### config.mk
export PLATFORM = sky130hd
export DESIGN_NAME = fsc_top
export DESIGN_NICKNAME = d
export VERILOG_FILES = /design/src/rtl/fsc_pkg.sv /design/src/rtl/fsc_i2c_slave.sv /design/src/rtl/fsc_sync.sv /design/src/rtl/fsc_top.sv
export SDC_FILE = /design/constraint.sdc
export NUM_CORES = 1
export LEC_CHECK = 0
export CAP_MARGIN = 20
export CORE_MARGIN = 4
export CORE_UTILIZATION = 58
export DETAILED_ROUTE_END_ITERATION = 10
export DONT_BUFFER_PORTS = 1
export PLACE_DENSITY = 0.78
export SYNTH_ARGS = -nofsm -noshare
export SYNTH_HDL_FRONTEND = slang
export SYNTH_SLANG_ARGS = --single-unit
### constraint.sdc
create_clock -name clk_sys -period 2.26 [get_ports clk_sys]
set_input_delay 0.678 -clock clk_sys [delete_from_list [all_inputs] [get_ports clk_sys]]
set_output_delay 0.678 -clock clk_sys [all_outputs]
set_load 0.02 [all_outputs]
### src/rtl/fsc_pkg.sv
// Package of constants and types for the flow sensor command port
package fsc_pkg;
  // ****************************************
  // Link and command constants
  // ****************************************
  localparam logic [6:0] FSC_ADDR = 7'h08;
  localparam logic [15:0] FSC_CMD_WATER = 16'h3608;
  localparam logic [15:0] FSC_CMD_ALCOHOL = 16'h3615;
  localparam logic [15:0] FSC_CMD_STOP = 16'h3FF9;
  localparam logic [7:0] FSC_CRC_POLY = 8'h31;
  localparam logic [7:0] FSC_CRC_INIT = 8'hFF;
  localparam int FSC_BYTES_PER_SET = 9;
  // Flag field positions
  localparam int FSC_FLAG_AIR = 0;
  localparam int FSC_FLAG_HIGH = 1;
  localparam int FSC_FLAG_SMOOTH = 5;
  // ****************************************
  // Timing
  // ****************************************
  localparam int FSC_CLK_MHZ = 250;
  localparam int FSC_FIRST_US = 12000;
  localparam int FSC_STOP_US = 500;
  localparam int FSC_SAMPLE_US = 500;
  localparam int FSC_FIRST_CYC = FSC_FIRST_US * FSC_CLK_MHZ;
  localparam int FSC_STOP_CYC = FSC_STOP_US * FSC_CLK_MHZ;
  localparam int FSC_SAMPLE_CYC = FSC_SAMPLE_US * FSC_CLK_MHZ;
  // ****************************************
  // Types
  // ****************************************
  typedef enum logic [1:0] {
    FSC_IDLE = 2'b00,
    FSC_WARM = 2'b01,
    FSC_MEAS = 2'b10,
    FSC_STOPPING = 2'b11
  } fsc_mode_t;
  typedef struct packed {
    logic [15:0] flow;
    logic [15:0] temp;
    logic [15:0] flags;
  } fsc_set_t;
  typedef struct packed {
    logic air;
    logic high;
    logic smooth;
  } fsc_evt_t;
  // CRC-8 step over one byte
  function automatic logic [7:0] fsc_crc_byte(input logic [7:0] crc, input logic [7:0] b);
    logic [7:0] c;
    c = crc ^ b;
    for (int i = 0; i < 8; i++)
    begin
      c = c[7] ? ((c << 1) ^ FSC_CRC_POLY) : (c << 1);
    end
    return c;
  endfunction
endpackage

### src/rtl/fsc_i2c_slave.sv
// Byte-level I2C slave engine on oversampled SCL and SDA
`timescale 1ns/1ps
`default_nettype none
module fsc_i2c_slave (
  // Clock and reset
  input wire logic clk_sys,
  input wire logic nrst,
  // Synchronised link
  input wire logic scl,
  input wire logic sda,
  output logic sda_oe,
  // Address answer
  input wire logic rd_ack,
  // User side
  output logic start_pulse,
  output logic stop_pulse,
  output logic hdr_pulse,
  output logic hdr_rd,
  output logic wr_pulse,
  output logic [7:0] wr_byte,
  output logic rd_req,
  input wire logic [7:0] rd_byte,
  output logic nack_pulse
);
  import fsc_pkg::*;
  logic scl_d, sda_d;
  logic [7:0] shreg;
  logic [3:0] bitn;
  logic in_hdr, active, rd_mode, ack_ph, master_ack;
  logic scl_rise, scl_fall;
  assign scl_rise = scl && !scl_d;
  assign scl_fall = !scl && scl_d;
  // ****************************************
  // Bit and byte framing
  // ****************************************
  always_ff @(posedge clk_sys or negedge nrst)
  begin
    if (!nrst)
    begin
      scl_d <= 1'b1;
      sda_d <= 1'b1;
      shreg <= 8'h00;
      bitn <= 4'h0;
      in_hdr <= 1'b0;
      active <= 1'b0;
      rd_mode <= 1'b0;
      ack_ph <= 1'b0;
      master_ack <= 1'b0;
      sda_oe <= 1'b0;
      start_pulse <= 1'b0;
      stop_pulse <= 1'b0;
      hdr_pulse <= 1'b0;
      hdr_rd <= 1'b0;
      wr_pulse <= 1'b0;
      wr_byte <= 8'h00;
      rd_req <= 1'b0;
      nack_pulse <= 1'b0;
    end
    else
    begin
      scl_d <= scl;
      sda_d <= sda;
      start_pulse <= 1'b0;
      stop_pulse <= 1'b0;
      hdr_pulse <= 1'b0;
      wr_pulse <= 1'b0;
      rd_req <= 1'b0;
      nack_pulse <= 1'b0;
      if (scl && scl_d && sda_d && !sda)
      begin
        // Start or repeated start
        start_pulse <= 1'b1;
        in_hdr <= 1'b1;
        active <= 1'b1;
        rd_mode <= 1'b0;
        ack_ph <= 1'b0;
        // All ones: the start's own SCL fall wraps it to zero, else bytes run short
        bitn <= 4'hF;
        sda_oe <= 1'b0;
      end
      else if (scl && scl_d && !sda_d && sda)
      begin
        // Stop releases the bus whatever the phase
        stop_pulse <= 1'b1;
        active <= 1'b0;
        sda_oe <= 1'b0;
      end
      else if (active && scl_rise)
      begin
        if (ack_ph)
          master_ack <= !sda;
        else if (!rd_mode)
          shreg <= {shreg[6:0], sda};
      end
      else if (active && scl_fall)
      begin
        if (ack_ph)
        begin
          ack_ph <= 1'b0;
          bitn <= 4'h0;
          if (rd_mode && sda_oe == 1'b0 && master_ack)
          begin
            // Master acked: present next byte
            rd_req <= 1'b1;
            sda_oe <= !rd_byte[7];
            shreg <= {rd_byte[6:0], 1'b0};
          end
          else if (rd_mode && !master_ack)
          begin
            // Master NACK ends the read; stay off the line
            nack_pulse <= 1'b1;
            active <= 1'b0;
            sda_oe <= 1'b0;
          end
          else
            sda_oe <= 1'b0;
        end
        else if (bitn == 4'd7 && !rd_mode)
        begin
          bitn <= 4'h0;
          if (in_hdr)
          begin
            in_hdr <= 1'b0;
            if (shreg[7:1] == FSC_ADDR && (!shreg[0] || rd_ack))
            begin
              hdr_pulse <= 1'b1;
              hdr_rd <= shreg[0];
              sda_oe <= 1'b1;
              ack_ph <= 1'b1;
              master_ack <= 1'b0;
            end
            else
              active <= 1'b0; // Wrong address or read NACKed
          end
          else
          begin
            wr_pulse <= 1'b1;
            wr_byte <= shreg;
            sda_oe <= 1'b1;
            ack_ph <= 1'b1;
          end
        end
        else if (bitn == 4'd7 && rd_mode)
        begin
          sda_oe <= 1'b0;
          ack_ph <= 1'b1;
          master_ack <= 1'b0;
        end
        else if (rd_mode)
        begin
          bitn <= bitn + 4'd1;
          sda_oe <= !shreg[7];
          shreg <= {shreg[6:0], 1'b0};
        end
        else
        begin
          bitn <= bitn + 4'd1;
          if (in_hdr == 1'b0 && bitn == 4'd0 && sda_oe)
            sda_oe <= 1'b0;
        end
        // Header ack finished in read mode: first data byte
        if (ack_ph && hdr_rd && !rd_mode && sda_oe)
        begin
          rd_mode <= 1'b1;
          rd_req <= 1'b1;
          sda_oe <= !rd_byte[7];
          shreg <= {rd_byte[6:0], 1'b0};
        end
      end
    end
  end
endmodule // fsc_i2c_slave
`default_nettype wire

### src/rtl/fsc_sync.sv
// Two-flop synchroniser for the link pins
`timescale 1ns/1ps
`default_nettype none
module fsc_sync (
  // Clock and reset
  input wire logic clk_sys,
  input wire logic nrst,
  // Data
  input wire logic din,
  output logic dout
);
  logic meta;
  // Both flops reset high to match an idle pulled-up line
  always_ff @(posedge clk_sys or negedge nrst)
  begin
    if (!nrst)
    begin
      meta <= 1'b1;
      dout <= 1'b1;
    end
    else
    begin
      meta <= din;
      dout <= meta;
    end
  end
endmodule // fsc_sync
`default_nettype wire

### src/rtl/fsc_top.sv
// Flow sensor command port: command decode, measurement state and readout
`timescale 1ns/1ps
`default_nettype none
module fsc_top #(
  parameter int FIRST_CYC = fsc_pkg::FSC_FIRST_CYC,
  parameter int STOP_CYC = fsc_pkg::FSC_STOP_CYC,
  parameter int SAMPLE_CYC = fsc_pkg::FSC_SAMPLE_CYC
) (
  // Clock and reset
  input wire logic clk_sys,
  input wire logic nrst,
  // I2C pins
  input wire logic scl_in,
  input wire logic sda_in,
  output logic sda_out,
  output logic sda_oe,
  // Measurement core side
  input wire fsc_pkg::fsc_set_t meas_in,
  input wire fsc_pkg::fsc_evt_t evt_in,
  // Status
  output logic measuring,
  output logic heater_on,
  output logic alcohol_cal,
  output logic sample_tick
);
  import fsc_pkg::*;
  logic scl_s, sda_s, eng_oe;
  logic start_p, stop_p, hdr_p, hdr_rd, wr_p, rd_req, nack_p;
  logic [7:0] wr_byte;
  logic [7:0] rd_byte;
  logic [7:0] next_rd_byte;
  fsc_mode_t mode;
  logic [31:0] timer;
  logic [31:0] samp_cnt;
  logic data_ready;
  logic [7:0] cmd_hi;
  logic cmd_half;
  logic [15:0] cmd;
  logic cmd_valid;
  logic air_st, high_st;
  fsc_set_t snap;
  logic [3:0] byte_idx;
  logic [7:0] crc;

  // ****************************************
  // Pin synchronisers and link engine
  // ****************************************
  fsc_sync u_sync_scl (
    .clk_sys(clk_sys),
    .nrst(nrst),
    .din(scl_in),
    .dout(scl_s)
  );
  fsc_sync u_sync_sda (
    .clk_sys(clk_sys),
    .nrst(nrst),
    .din(sda_in),
    .dout(sda_s)
  );
  fsc_i2c_slave u_slave (
    .clk_sys(clk_sys),
    .nrst(nrst),
    .scl(scl_s),
    .sda(sda_s),
    .sda_oe(eng_oe),
    .rd_ack(data_ready),
    .start_pulse(start_p),
    .stop_pulse(stop_p),
    .hdr_pulse(hdr_p),
    .hdr_rd(hdr_rd),
    .wr_pulse(wr_p),
    .wr_byte(wr_byte),
    .rd_req(rd_req),
    .rd_byte(rd_byte),
    .nack_pulse(nack_p)
  );

  // Open-drain: output is always low, enable carries the data
  always_ff @(posedge clk_sys or negedge nrst)
  begin
    if (!nrst)
    begin
      sda_out <= 1'b0;
      sda_oe <= 1'b0;
    end
    else
    begin
      sda_out <= 1'b0;
      sda_oe <= eng_oe;
    end
  end

  // ****************************************
  // Command assembly
  // ****************************************
  // Two written bytes form one code, high byte first
  always_ff @(posedge clk_sys or negedge nrst)
  begin
    if (!nrst)
    begin
      cmd_hi <= 8'h00;
      cmd_half <= 1'b0;
      cmd <= 16'h0000;
      cmd_valid <= 1'b0;
    end
    else
    begin
      cmd_valid <= 1'b0;
      if (hdr_p || start_p)
        cmd_half <= 1'b0;
      else if (wr_p && !cmd_half)
      begin
        cmd_hi <= wr_byte;
        cmd_half <= 1'b1;
      end
      else if (wr_p && cmd_half)
      begin
        cmd <= {cmd_hi, wr_byte};
        cmd_valid <= 1'b1;
        cmd_half <= 1'b0;
      end
    end
  end

  // ****************************************
  // Measurement mode
  // ****************************************
  // Only stop is honoured while running; others ignored
  always_ff @(posedge clk_sys or negedge nrst)
  begin
    if (!nrst)
    begin
      mode <= FSC_IDLE;
      timer <= 32'h00000000;
      alcohol_cal <= 1'b0;
      data_ready <= 1'b0;
    end
    else
    begin
      case (mode)
        FSC_IDLE:
        begin
          data_ready <= 1'b0;
          if (cmd_valid && (cmd == FSC_CMD_WATER || cmd == FSC_CMD_ALCOHOL))
          begin
            mode <= FSC_WARM;
            alcohol_cal <= (cmd == FSC_CMD_ALCOHOL);
            timer <= 32'h00000000;
          end
        end
        FSC_WARM, FSC_MEAS:
        begin
          if (cmd_valid && cmd == FSC_CMD_STOP)
          begin
            mode <= FSC_STOPPING;
            data_ready <= 1'b0;
            timer <= 32'h00000000;
          end
          else if (mode == FSC_WARM)
          begin
            timer <= timer + 32'h00000001;
            if (timer == 32'(FIRST_CYC - 1))
            begin
              mode <= FSC_MEAS;
              data_ready <= 1'b1;
            end
          end
        end
        FSC_STOPPING:
        begin
          // Commands arriving during power-down are dropped
          timer <= timer + 32'h00000001;
          if (timer == 32'(STOP_CYC - 1))
            mode <= FSC_IDLE;
        end
        default:
          mode <= FSC_IDLE;
      endcase
    end
  end

  // Status pins
  always_ff @(posedge clk_sys or negedge nrst)
  begin
    if (!nrst)
    begin
      measuring <= 1'b0;
      heater_on <= 1'b0;
    end
    else
    begin
      measuring <= (mode == FSC_MEAS) || (mode == FSC_WARM);
      heater_on <= (mode == FSC_MEAS) || (mode == FSC_WARM);
    end
  end

  // ****************************************
  // Sample pacing
  // ****************************************
  // One-cycle tick every sample period while in FSC_MEAS to the averaging core
  always_ff @(posedge clk_sys or negedge nrst)
  begin
    if (!nrst)
    begin
      samp_cnt <= 32'h00000000;
      sample_tick <= 1'b0;
    end
    else
    begin
      sample_tick <= 1'b0;
      if (mode != FSC_MEAS)
        samp_cnt <= 32'h00000000;
      else if (samp_cnt == 32'(SAMPLE_CYC - 1))
      begin
        samp_cnt <= 32'h00000000;
        sample_tick <= 1'b1;
      end
      else
        samp_cnt <= samp_cnt + 32'h00000001;
    end
  end

  // ****************************************
  // Sticky event flags
  // ****************************************
  // Cleared when the flag low byte goes out; a new event wins
  always_ff @(posedge clk_sys or negedge nrst)
  begin
    if (!nrst)
    begin
      air_st <= 1'b0;
      high_st <= 1'b0;
    end
    else
    begin
      if (evt_in.air)
        air_st <= 1'b1;
      else if (rd_req && byte_idx == 4'd7)
        air_st <= 1'b0;
      if (evt_in.high)
        high_st <= 1'b1;
      else if (rd_req && byte_idx == 4'd7)
        high_st <= 1'b0;
    end
  end

  // ****************************************
  // Readout sequencing
  // ****************************************
  // Snapshot on read header so each read is the latest set
  always_ff @(posedge clk_sys or negedge nrst)
  begin
    if (!nrst)
    begin
      snap <= '0;
      byte_idx <= 4'h0;
      crc <= FSC_CRC_INIT;
      rd_byte <= 8'h00;
    end
    else if (hdr_p && hdr_rd)
    begin
      snap.flow <= meas_in.flow;
      snap.temp <= meas_in.temp;
      snap.flags <= 16'h0000; // Reserved bits zero
      snap.flags[FSC_FLAG_AIR] <= air_st | evt_in.air;
      snap.flags[FSC_FLAG_HIGH] <= high_st | evt_in.high;
      snap.flags[FSC_FLAG_SMOOTH] <= evt_in.smooth;
      byte_idx <= 4'h0;
      crc <= FSC_CRC_INIT;
      rd_byte <= meas_in.flow[15:8];
    end
    else if (rd_req)
    begin
      // Nine-byte cycle, wraps if the master keeps reading
      byte_idx <= (byte_idx == 4'(FSC_BYTES_PER_SET - 1)) ? 4'h0 : byte_idx + 4'd1;
      if (byte_idx == 4'd2 || byte_idx == 4'd5 || byte_idx == 4'd8)
        crc <= FSC_CRC_INIT;
      else
        crc <= fsc_crc_byte(crc, rd_byte);
      rd_byte <= next_rd_byte;
    end
  end

  // Byte following the one just sent
  always_comb
  begin
    case (byte_idx)
      4'd0: next_rd_byte = snap.flow[7:0];
      4'd1: next_rd_byte = fsc_crc_byte(crc, rd_byte);
      4'd2: next_rd_byte = snap.temp[15:8];
      4'd3: next_rd_byte = snap.temp[7:0];
      4'd4: next_rd_byte = fsc_crc_byte(crc, rd_byte);
      4'd5: next_rd_byte = snap.flags[15:8];
      4'd6: next_rd_byte = snap.flags[7:0];
      4'd7: next_rd_byte = fsc_crc_byte(crc, rd_byte);
      4'd8: next_rd_byte = snap.flow[15:8];
      default: next_rd_byte = 8'h00;
    endcase
  end
endmodule // fsc_top
`default_nettype wire

==> summary.txt, run 1 <==
Status -> finished with violations
Failing checks -> negative hold slack, negative setup slack
Largest cells by area after synthesis -> dfrtp_1 46%, mux2_2 6.3%, nand2_1 5.9%
Drt pass-1 iters -> 5
Post-synth ARST share -> 100.0%
Clock-pin slew on the worst setup and hold paths -> 0.07 ns
Cell Rows -> 46
First-pass GRT wire length -> 34.85 mm
IO buf count -> 0
Final worst-path cycle share -> 103.7%
Post-DRT Antenna Nets -> 0
Clk_lat worst skew -> 0.43 ns
Longest Clk Path Bufs -> 2
Slew Viols, Final -> 0
Initial Utilization -> 59.79%
Final HPWL DP -> 13.72 mm
CTS buffer count -> 17
Post-Layout Inst Area -> 11,270 sq um
Gate power share -> 7.3%
Max Fanout on Critical Path -> 5
DRC errors left -> 0
Reg2Reg Depth -> 7
Sequential fraction of the synthesis area -> 49.97%
Worst hold slack -> -0.06311 ns
Peak per-stage delay on the critical path -> 0.54 ns
Total global routing overflow -> 0
Die Area -> 18,670 sq um
Synth Flop Type -> dfrtp_1
Area leader, netlist -> dfrtp_1
Nets -> 1,060
Unrepaired setup endpoints after global routing -> yes
Core area -> 16,060 sq um
CP max-delay cell -> or4_4
Final Util -> 70.20%
Pint -> 5.709 mW
Clk pwr share -> 42.6%
Worst-Margin Slew -> 0.7486 ns
Yosys reg bits -> 191
Leakage -> 4.677 nW
DP Area -> 10,220 sq um
Die X -> 136.7 microns
Mapped Area -> 9600 sq um
Endpoints failing hold -> 101
CP dominant cell by count -> buf_6
Sw frac -> 24.28%
Largest net degree at the start of global routing -> 192
Yosys top cell area share -> 46.14%
CTS root buffer -> clkbuf_16
Setup WS post-layout -> -0.08315 ns
Antenna violations before repair -> 0
Net Count, Synth -> 1,013
MaxCap Viol Count -> 0
Type of the most critical hold path -> in2async
Switch Pwr -> 1.831 mW
Commonest non-fill, non-tap cell in the layout -> dfrtp_1
Synth warnings -> 0
Synth Instances -> 944
Die H -> 136.7 microns
Avg Vias per Cell -> 5.971
Reg2reg setup slack -> -0.08 ns
Pwr Total -> 7.539 mW
Min Tclk post-route -> 2.343 ns
Peak VDD IR -> 0.6200 mV
Number of synthesized flops with an enable pin -> 0
Routed len/inst -> 17.81 microns
Number of fill cells -> 1,128
Layout cell share with drive strength beyond 1 -> 23.01%
Post-Syn Area per Cell -> 10.17 sq um
Seq pwr share -> 50.2%
H-tree depth -> 4
WP data arrival -> 2.66 ns
# diodes -> 0
Fmax -> 0.4268 GHz
R2r endpoint -> timer[23]
CP Capture Type -> flop
TritonCTS Sinks -> 191
Power Dens Cells -> 668.8 nW/um^2
DR iter-0 viols -> 561
Vias in the first global route -> 7,079
Final setup vio count -> 20
I/O pin count -> 61
GRT Resource Usage Total -> 23.16%
Relative slew slack -> 50.04%
Clk_skew -> 0.01101 ns
Crit path cell chain -> or4_4, o41a_1, buf_6, a211oi_4, buf_6, clkbuf_16, nor2_2
CTS tree -> done
Routability congestion estimate -> 0.8473
Synth cell types -> 73
Required time worst endpoint -> 2.58 ns
Commonest non-fill, non-tap cells in the layout -> 177 x dfrtp_1, 152 x nand2_1, 77 x nor2_1
Place WS -> -0.06993 ns
Crit Path Category -> reg2reg
Area growth, synth to finish -> 17.41%
CP startpoint kind -> flop
Via Count -> 7,285
Worst reg2reg startpoint -> cmd[8]
Setup_tns -> -1.144 ns
Detailed Route WL -> 21.73 mm
-- per-stage QoR --
| step | hold WS (ns) | std cells |
|---|---|---|
| after floorplan | 0.3452 | 944 |
| after global placement | 0.3470 | 1182 |
| after detailed placement | 0.3475 | 1182 |
| after CTS | -0.07473 | 1215 |
| after global routing | -0.08458 | 1220 |
| final | -0.06311 | 1220 |
-- cell usage after synthesis, types with 5 or more instances --
master      n
dfrtp_1   177
nand2_1   152
nor2_1     87
xnor2_1    57
mux2_2     54
nand3_1    28
o21ai_0    28
clkbuf_1   25
a21oi_1    24
nor3_1     22
inv_1      20
nand4_1    17
xor2_1     16
dfstp_2    14
ha_1       14
nor4_1     14
and3_1     13
mux2i_1    12
nor2_2     11
o22a_1     11
a21o_1      8
buf_1       8
nor4_2      8
a22oi_1     7
nand2b_1    7
nor2b_1     6
nor4b_2     6
a211o_1     5
and2_1      5
nand4b_1    5
nor3b_1     5
o211ai_1    5
-- power groups by stage --
stage	Clock, mW	Sequential, mW	Combinational [mW]
finish	3.21	3.78	0.549
global route	3.41	3.80	0.613
CTS	3.27	3.77	0.542
detailed placement	0	3.83	0.527
global placement	0	3.82	0.509
floorplan	0	3.75	0.454
-- area by class of cell --
cell class	count	area, sq um	share of cell area, %
Timing Repair Buffer	68	615.6	5.461
Clock inverter	13	197.7	1.754
Inverter	20	75.07	0.6660
Clock buffer	19	442.9	3.929
Multi-Input combinational cell	693	4873	43.23
Sequential cell	191	4797	42.56
Tap cell	216	270.3	2.398
-- state kept, by name, indices dropped and copies added (netlist names), 2 cells and up --
register / cells
byte_idx: 4
cmd: 16
cmd_hi: 8
crc: 8
mode: 2
rd_byte: 8
samp_cnt: 32
snap: 35
timer: 32
u_slave.bitn: 4
u_slave.shreg: 8
u_slave.wr_byte: 8
-- critical path: cells and delay by family (launching register included) --
kind                   cells  cell delay, ns
and+or+nand+nor            2            0.58
buffers and inverters      3            0.54
AOI/OAI and AO/OA          2            0.72
DFF                        1            0.38
-- metal layers --
layer,routed length (microns),track usage (%),part of all wire (%)
met3,883,4.596,4.1
met5,0,0,0
met1,9604,31.32,44
met4,266,5.263,1.2
met2,10980,38.86,51
-- repair_timing --
action | in CTS | in global routing
pin swaps | 3 | 22
setup endpoints to repair | 18 | 36
gates resized for setup | 8 | 52
cloned | 0 | 2
endpoints found under the hold margin | 177 | 177
setup buffers | 1 | 3
-- how the worst max path moves through the flow --
stage / end / cells past startpoint / start / slack (ns)
global placement: timer[7] / 6 / cmd[6] / -0.05
floorplan: u_slave.shreg[0] / 6 / u_slave.scl_d / 0.09
finish: timer[23] / 7 / cmd[8] / -0.08
CTS: timer[17] / 7 / cmd[6] / 0.004
global route: timer[26] / 8 / cmd[8] / -0.14
detailed placement: timer[27] / 6 / cmd[6] / -0.07
-- logic make-up after synthesis --
logic type	after synthesis	synth area share, %
and+or+nand+nor	407	21.54
DFF	191	49.97
AOI/OAI and AO/OA	131	9.592
xor gates and xnor gates	73	6.660
muxes	67	7.702
buffers and inverters	60	2.672
adders and majority gates	14	1.825
other	1	0.03906
(Power assumes the default switching activity.)
==> run 2: changes to the inputs <==
CORE_UTILIZATION = 64   (was 58)
PLACE_DENSITY = 0.82   (was 0.78)
clock period = 2.6 ns   (was 2.26 ns; I/O delays follow)
==> summary.txt, run 2 (same netlist as run 1, synthesis figures left out) <==
Vias in the first global route -> 6,827 (was 7,079)
TritonCTS Sinks -> 191 (unchanged)
Post-route non-filler standard cell count -> 1,146 (was 1,220)
Routed len/inst -> 17.16 microns (was 17.81 microns)
Worst reg2reg startpoint -> cmd[6] (was cmd[8])
Max Fanout on Critical Path -> 14 (was 5)
DR iter-0 viols -> 524 (was 561)
Longest Clk Path Bufs -> 2 (unchanged)
Gate power share -> 7.2% (was 7.3%)
Crit Path Category -> reg2reg (unchanged)
Switch Pwr -> 1.545 mW (was 1.831 mW)
Initial Utilization -> 65.81% (was 59.79%)
Number of fill cells -> 1,036 (was 1,128)
Core area -> 14,590 sq um (was 16,060 sq um)
Reg2reg setup slack -> 0.15 ns (was -0.08 ns)
Commonest non-fill, non-tap cell in the layout -> dfrtp_1 (unchanged)
Post-Place Cells -> 1,114 (was 1,182)
Worst-Margin Slew -> 0.8603 ns (was 0.7486 ns)
Post-DRT Antenna Nets -> 0 (unchanged)
Post-Layout Inst Area -> 10,490 sq um (was 11,270 sq um)
Clk_skew -> 0.009050 ns (was 0.01101 ns)
Pint -> 4.924 mW (was 5.709 mW)
Clk pwr share -> 42.0% (was 42.6%)
CP Capture Type -> flop (unchanged)
Via Count -> 6,966 (was 7,285)
MaxCap Viol Count -> 0 (unchanged)
Clk_lat worst skew -> 0.43 ns (about the same)
Final HPWL DP -> 13.06 mm (was 13.72 mm)
Nets -> 1,018 (was 1,060)
Post-CTS Hold Fix Bufs -> 0
Layout cell share with drive strength beyond 1 -> 16.63% (was 23.01%)
Setup_tns -> 0 ns (was -1.144 ns)
Setup WS post-layout -> 0.1524 ns (was -0.08315 ns)
Endpoints failing hold -> 0 (was 101)
Required time worst endpoint -> 2.92 ns (was 2.58 ns)
CTS buffer count -> 17 (unchanged)
Relative slew slack -> 42.59% (was 50.04%)
Leakage -> 4.412 nW (was 4.677 nW)
Antenna violations before repair -> 0 (unchanged)
Cell Rows -> 44 (was 46)
Area growth, synth to finish -> 9.279% (was 17.41%)
Type of the most critical hold path -> in2async (unchanged)
Final worst-path cycle share -> 94.14% (was 103.7%)
Die X -> 130.5 microns (was 136.7 microns)
Detailed Route WL -> 19.66 mm (was 21.73 mm)
Unrepaired setup endpoints after global routing -> no (was yes)
Largest register FFs -> 35 (unchanged)
Reg2Reg Depth -> 6 (was 7)
Power Dens Cells -> 616.6 nW/um^2 (was 668.8 nW/um^2)
Die Area -> 17,020 sq um (was 18,670 sq um)
Commonest non-fill, non-tap cells in the layout -> 177 x dfrtp_1, 152 x nand2_1, 87 x nor2_1 (was 177 x dfrtp_1, 152 x nand2_1, 77 x nor2_1)
# diodes -> 0 (unchanged)
DP Area -> 9872 sq um (was 10,220 sq um)
Sw frac -> 23.89% (was 24.28%)
Drt pass-1 iters -> 7 (was 5)
IO buf count -> 0 (unchanged)
CP startpoint kind -> flop (unchanged)
Avg Vias per Cell -> 6.079 (was 5.971)
CTS tree -> done (unchanged)
Die H -> 130.5 microns (was 136.7 microns)
Final setup vio count -> 0 (was 20)
Post_cts resized -> 0 (was 8)
Top Registers -> snap x35, samp_cnt x32, timer x32 (unchanged)
Most flops, register -> snap (unchanged)
WP data arrival -> 2.77 ns (was 2.66 ns)
CTS root buffer -> clkbuf_16 (unchanged)
Total global routing overflow -> 0 (unchanged)
Worst hold slack -> 0.03970 ns (was -0.06311 ns)
Slew Viols, Final -> 0 (unchanged)
Final Util -> 71.91% (was 70.20%)
Post-CTS Setup Bufs -> 0 (was 1)
DRC errors left -> 0 (unchanged)
Fmax -> 0.4086 GHz (was 0.4268 GHz)
Largest net degree at the start of global routing -> 192 (unchanged)
First-pass GRT wire length -> 32.98 mm (was 34.85 mm)
Min Tclk post-route -> 2.448 ns (was 2.343 ns)
Status -> complete, no violations (was finished with violations)
Clock-pin slew on the worst setup and hold paths -> 0.07 ns (about the same)
Place WS -> 0.1910 ns (was -0.06993 ns)
Pwr Total -> 6.469 mW (was 7.539 mW)
I/O pin count -> 61 (unchanged)
Seq pwr share -> 50.8% (was 50.2%)
R2r endpoint -> timer[24] (was timer[23])
H-tree depth -> 4 (unchanged)
Routability congestion estimate -> 0.8405 (was 0.8473)
GRT Resource Usage Total -> 24.12% (was 23.16%)
Peak VDD IR -> 0.5571 mV (was 0.6200 mV)
-- run 2: cell count changes in the layout (fill, tap and decap cells not counted), moves of 4 or more --
cell        change
nor2_4         -10
buf_4          -34
xnor2_2         -6
nor4_1          +4
nor2_1         +10
nor4b_2         +4
xnor2_1         +6
buf_12          -4
nor4b_4         -5
clkinvlp_4      +4
-- run 2: power by group through the flow --
stage | clock (mW) | combinational [mW] | sequential (mW)
floorplan | 0 | 0.395 | 3.26
global placement | 0 | 0.434 | 3.32
detailed placement | 0 | 0.452 | 3.34
CTS | 2.76 | 0.466 | 3.29
global route | 2.88 | 0.523 | 3.31
finish | 2.72 | 0.466 | 3.29
-- run 2: final cells by class --
type / instances / area, sq um / area share (%)
multi-input cells: 693 / 4562 / 43.48
clock buffers: 18 / 439.2 / 4.186
clock inverters: 14 / 180.2 / 1.717
repair buffers: 26 / 207.7 / 1.980
flip-flops and latches: 191 / 4797 / 45.72
inverters: 20 / 75.07 / 0.7156
well taps: 184 / 230.2 / 2.194
-- run 2: worst max-delay path by stage --
| stage | to | slack [ns] | from |
|---|---|---|---|
| 6_report | timer[24] | 0.15 | cmd[6] |
| 5_1_grt | timer[22] | 0.02 | cmd[1] |
| 4_1_cts | timer[24] | 0.15 | cmd[6] |
| 3_5_place_dp | timer[24] | 0.19 | cmd[6] |
| 3_3_place_gp | timer[22] | 0.23 | cmd[6] |
| 2_1_floorplan | u_slave.shreg[0] | 0.43 | u_slave.scl_d |
-- run 2: per-layer routing --
metal	up-vias	GRT usage [%]	wire (microns)
li1	3329	-	-
met5	-	0	0
met2	157	38.68	9689
met1	3451	33.52	8957
met4	0	7.139	240
met3	29	5.163	774
-- run 2: critical path, stage by stage, from the launching register on --
cell and delay, ns:
dfrtp_1 0.41, or4_4 0.55, o41a_1 0.56, buf_4 0.27
nor4_2 0.31, xnor2_1 0.18, nor2_2 0.05
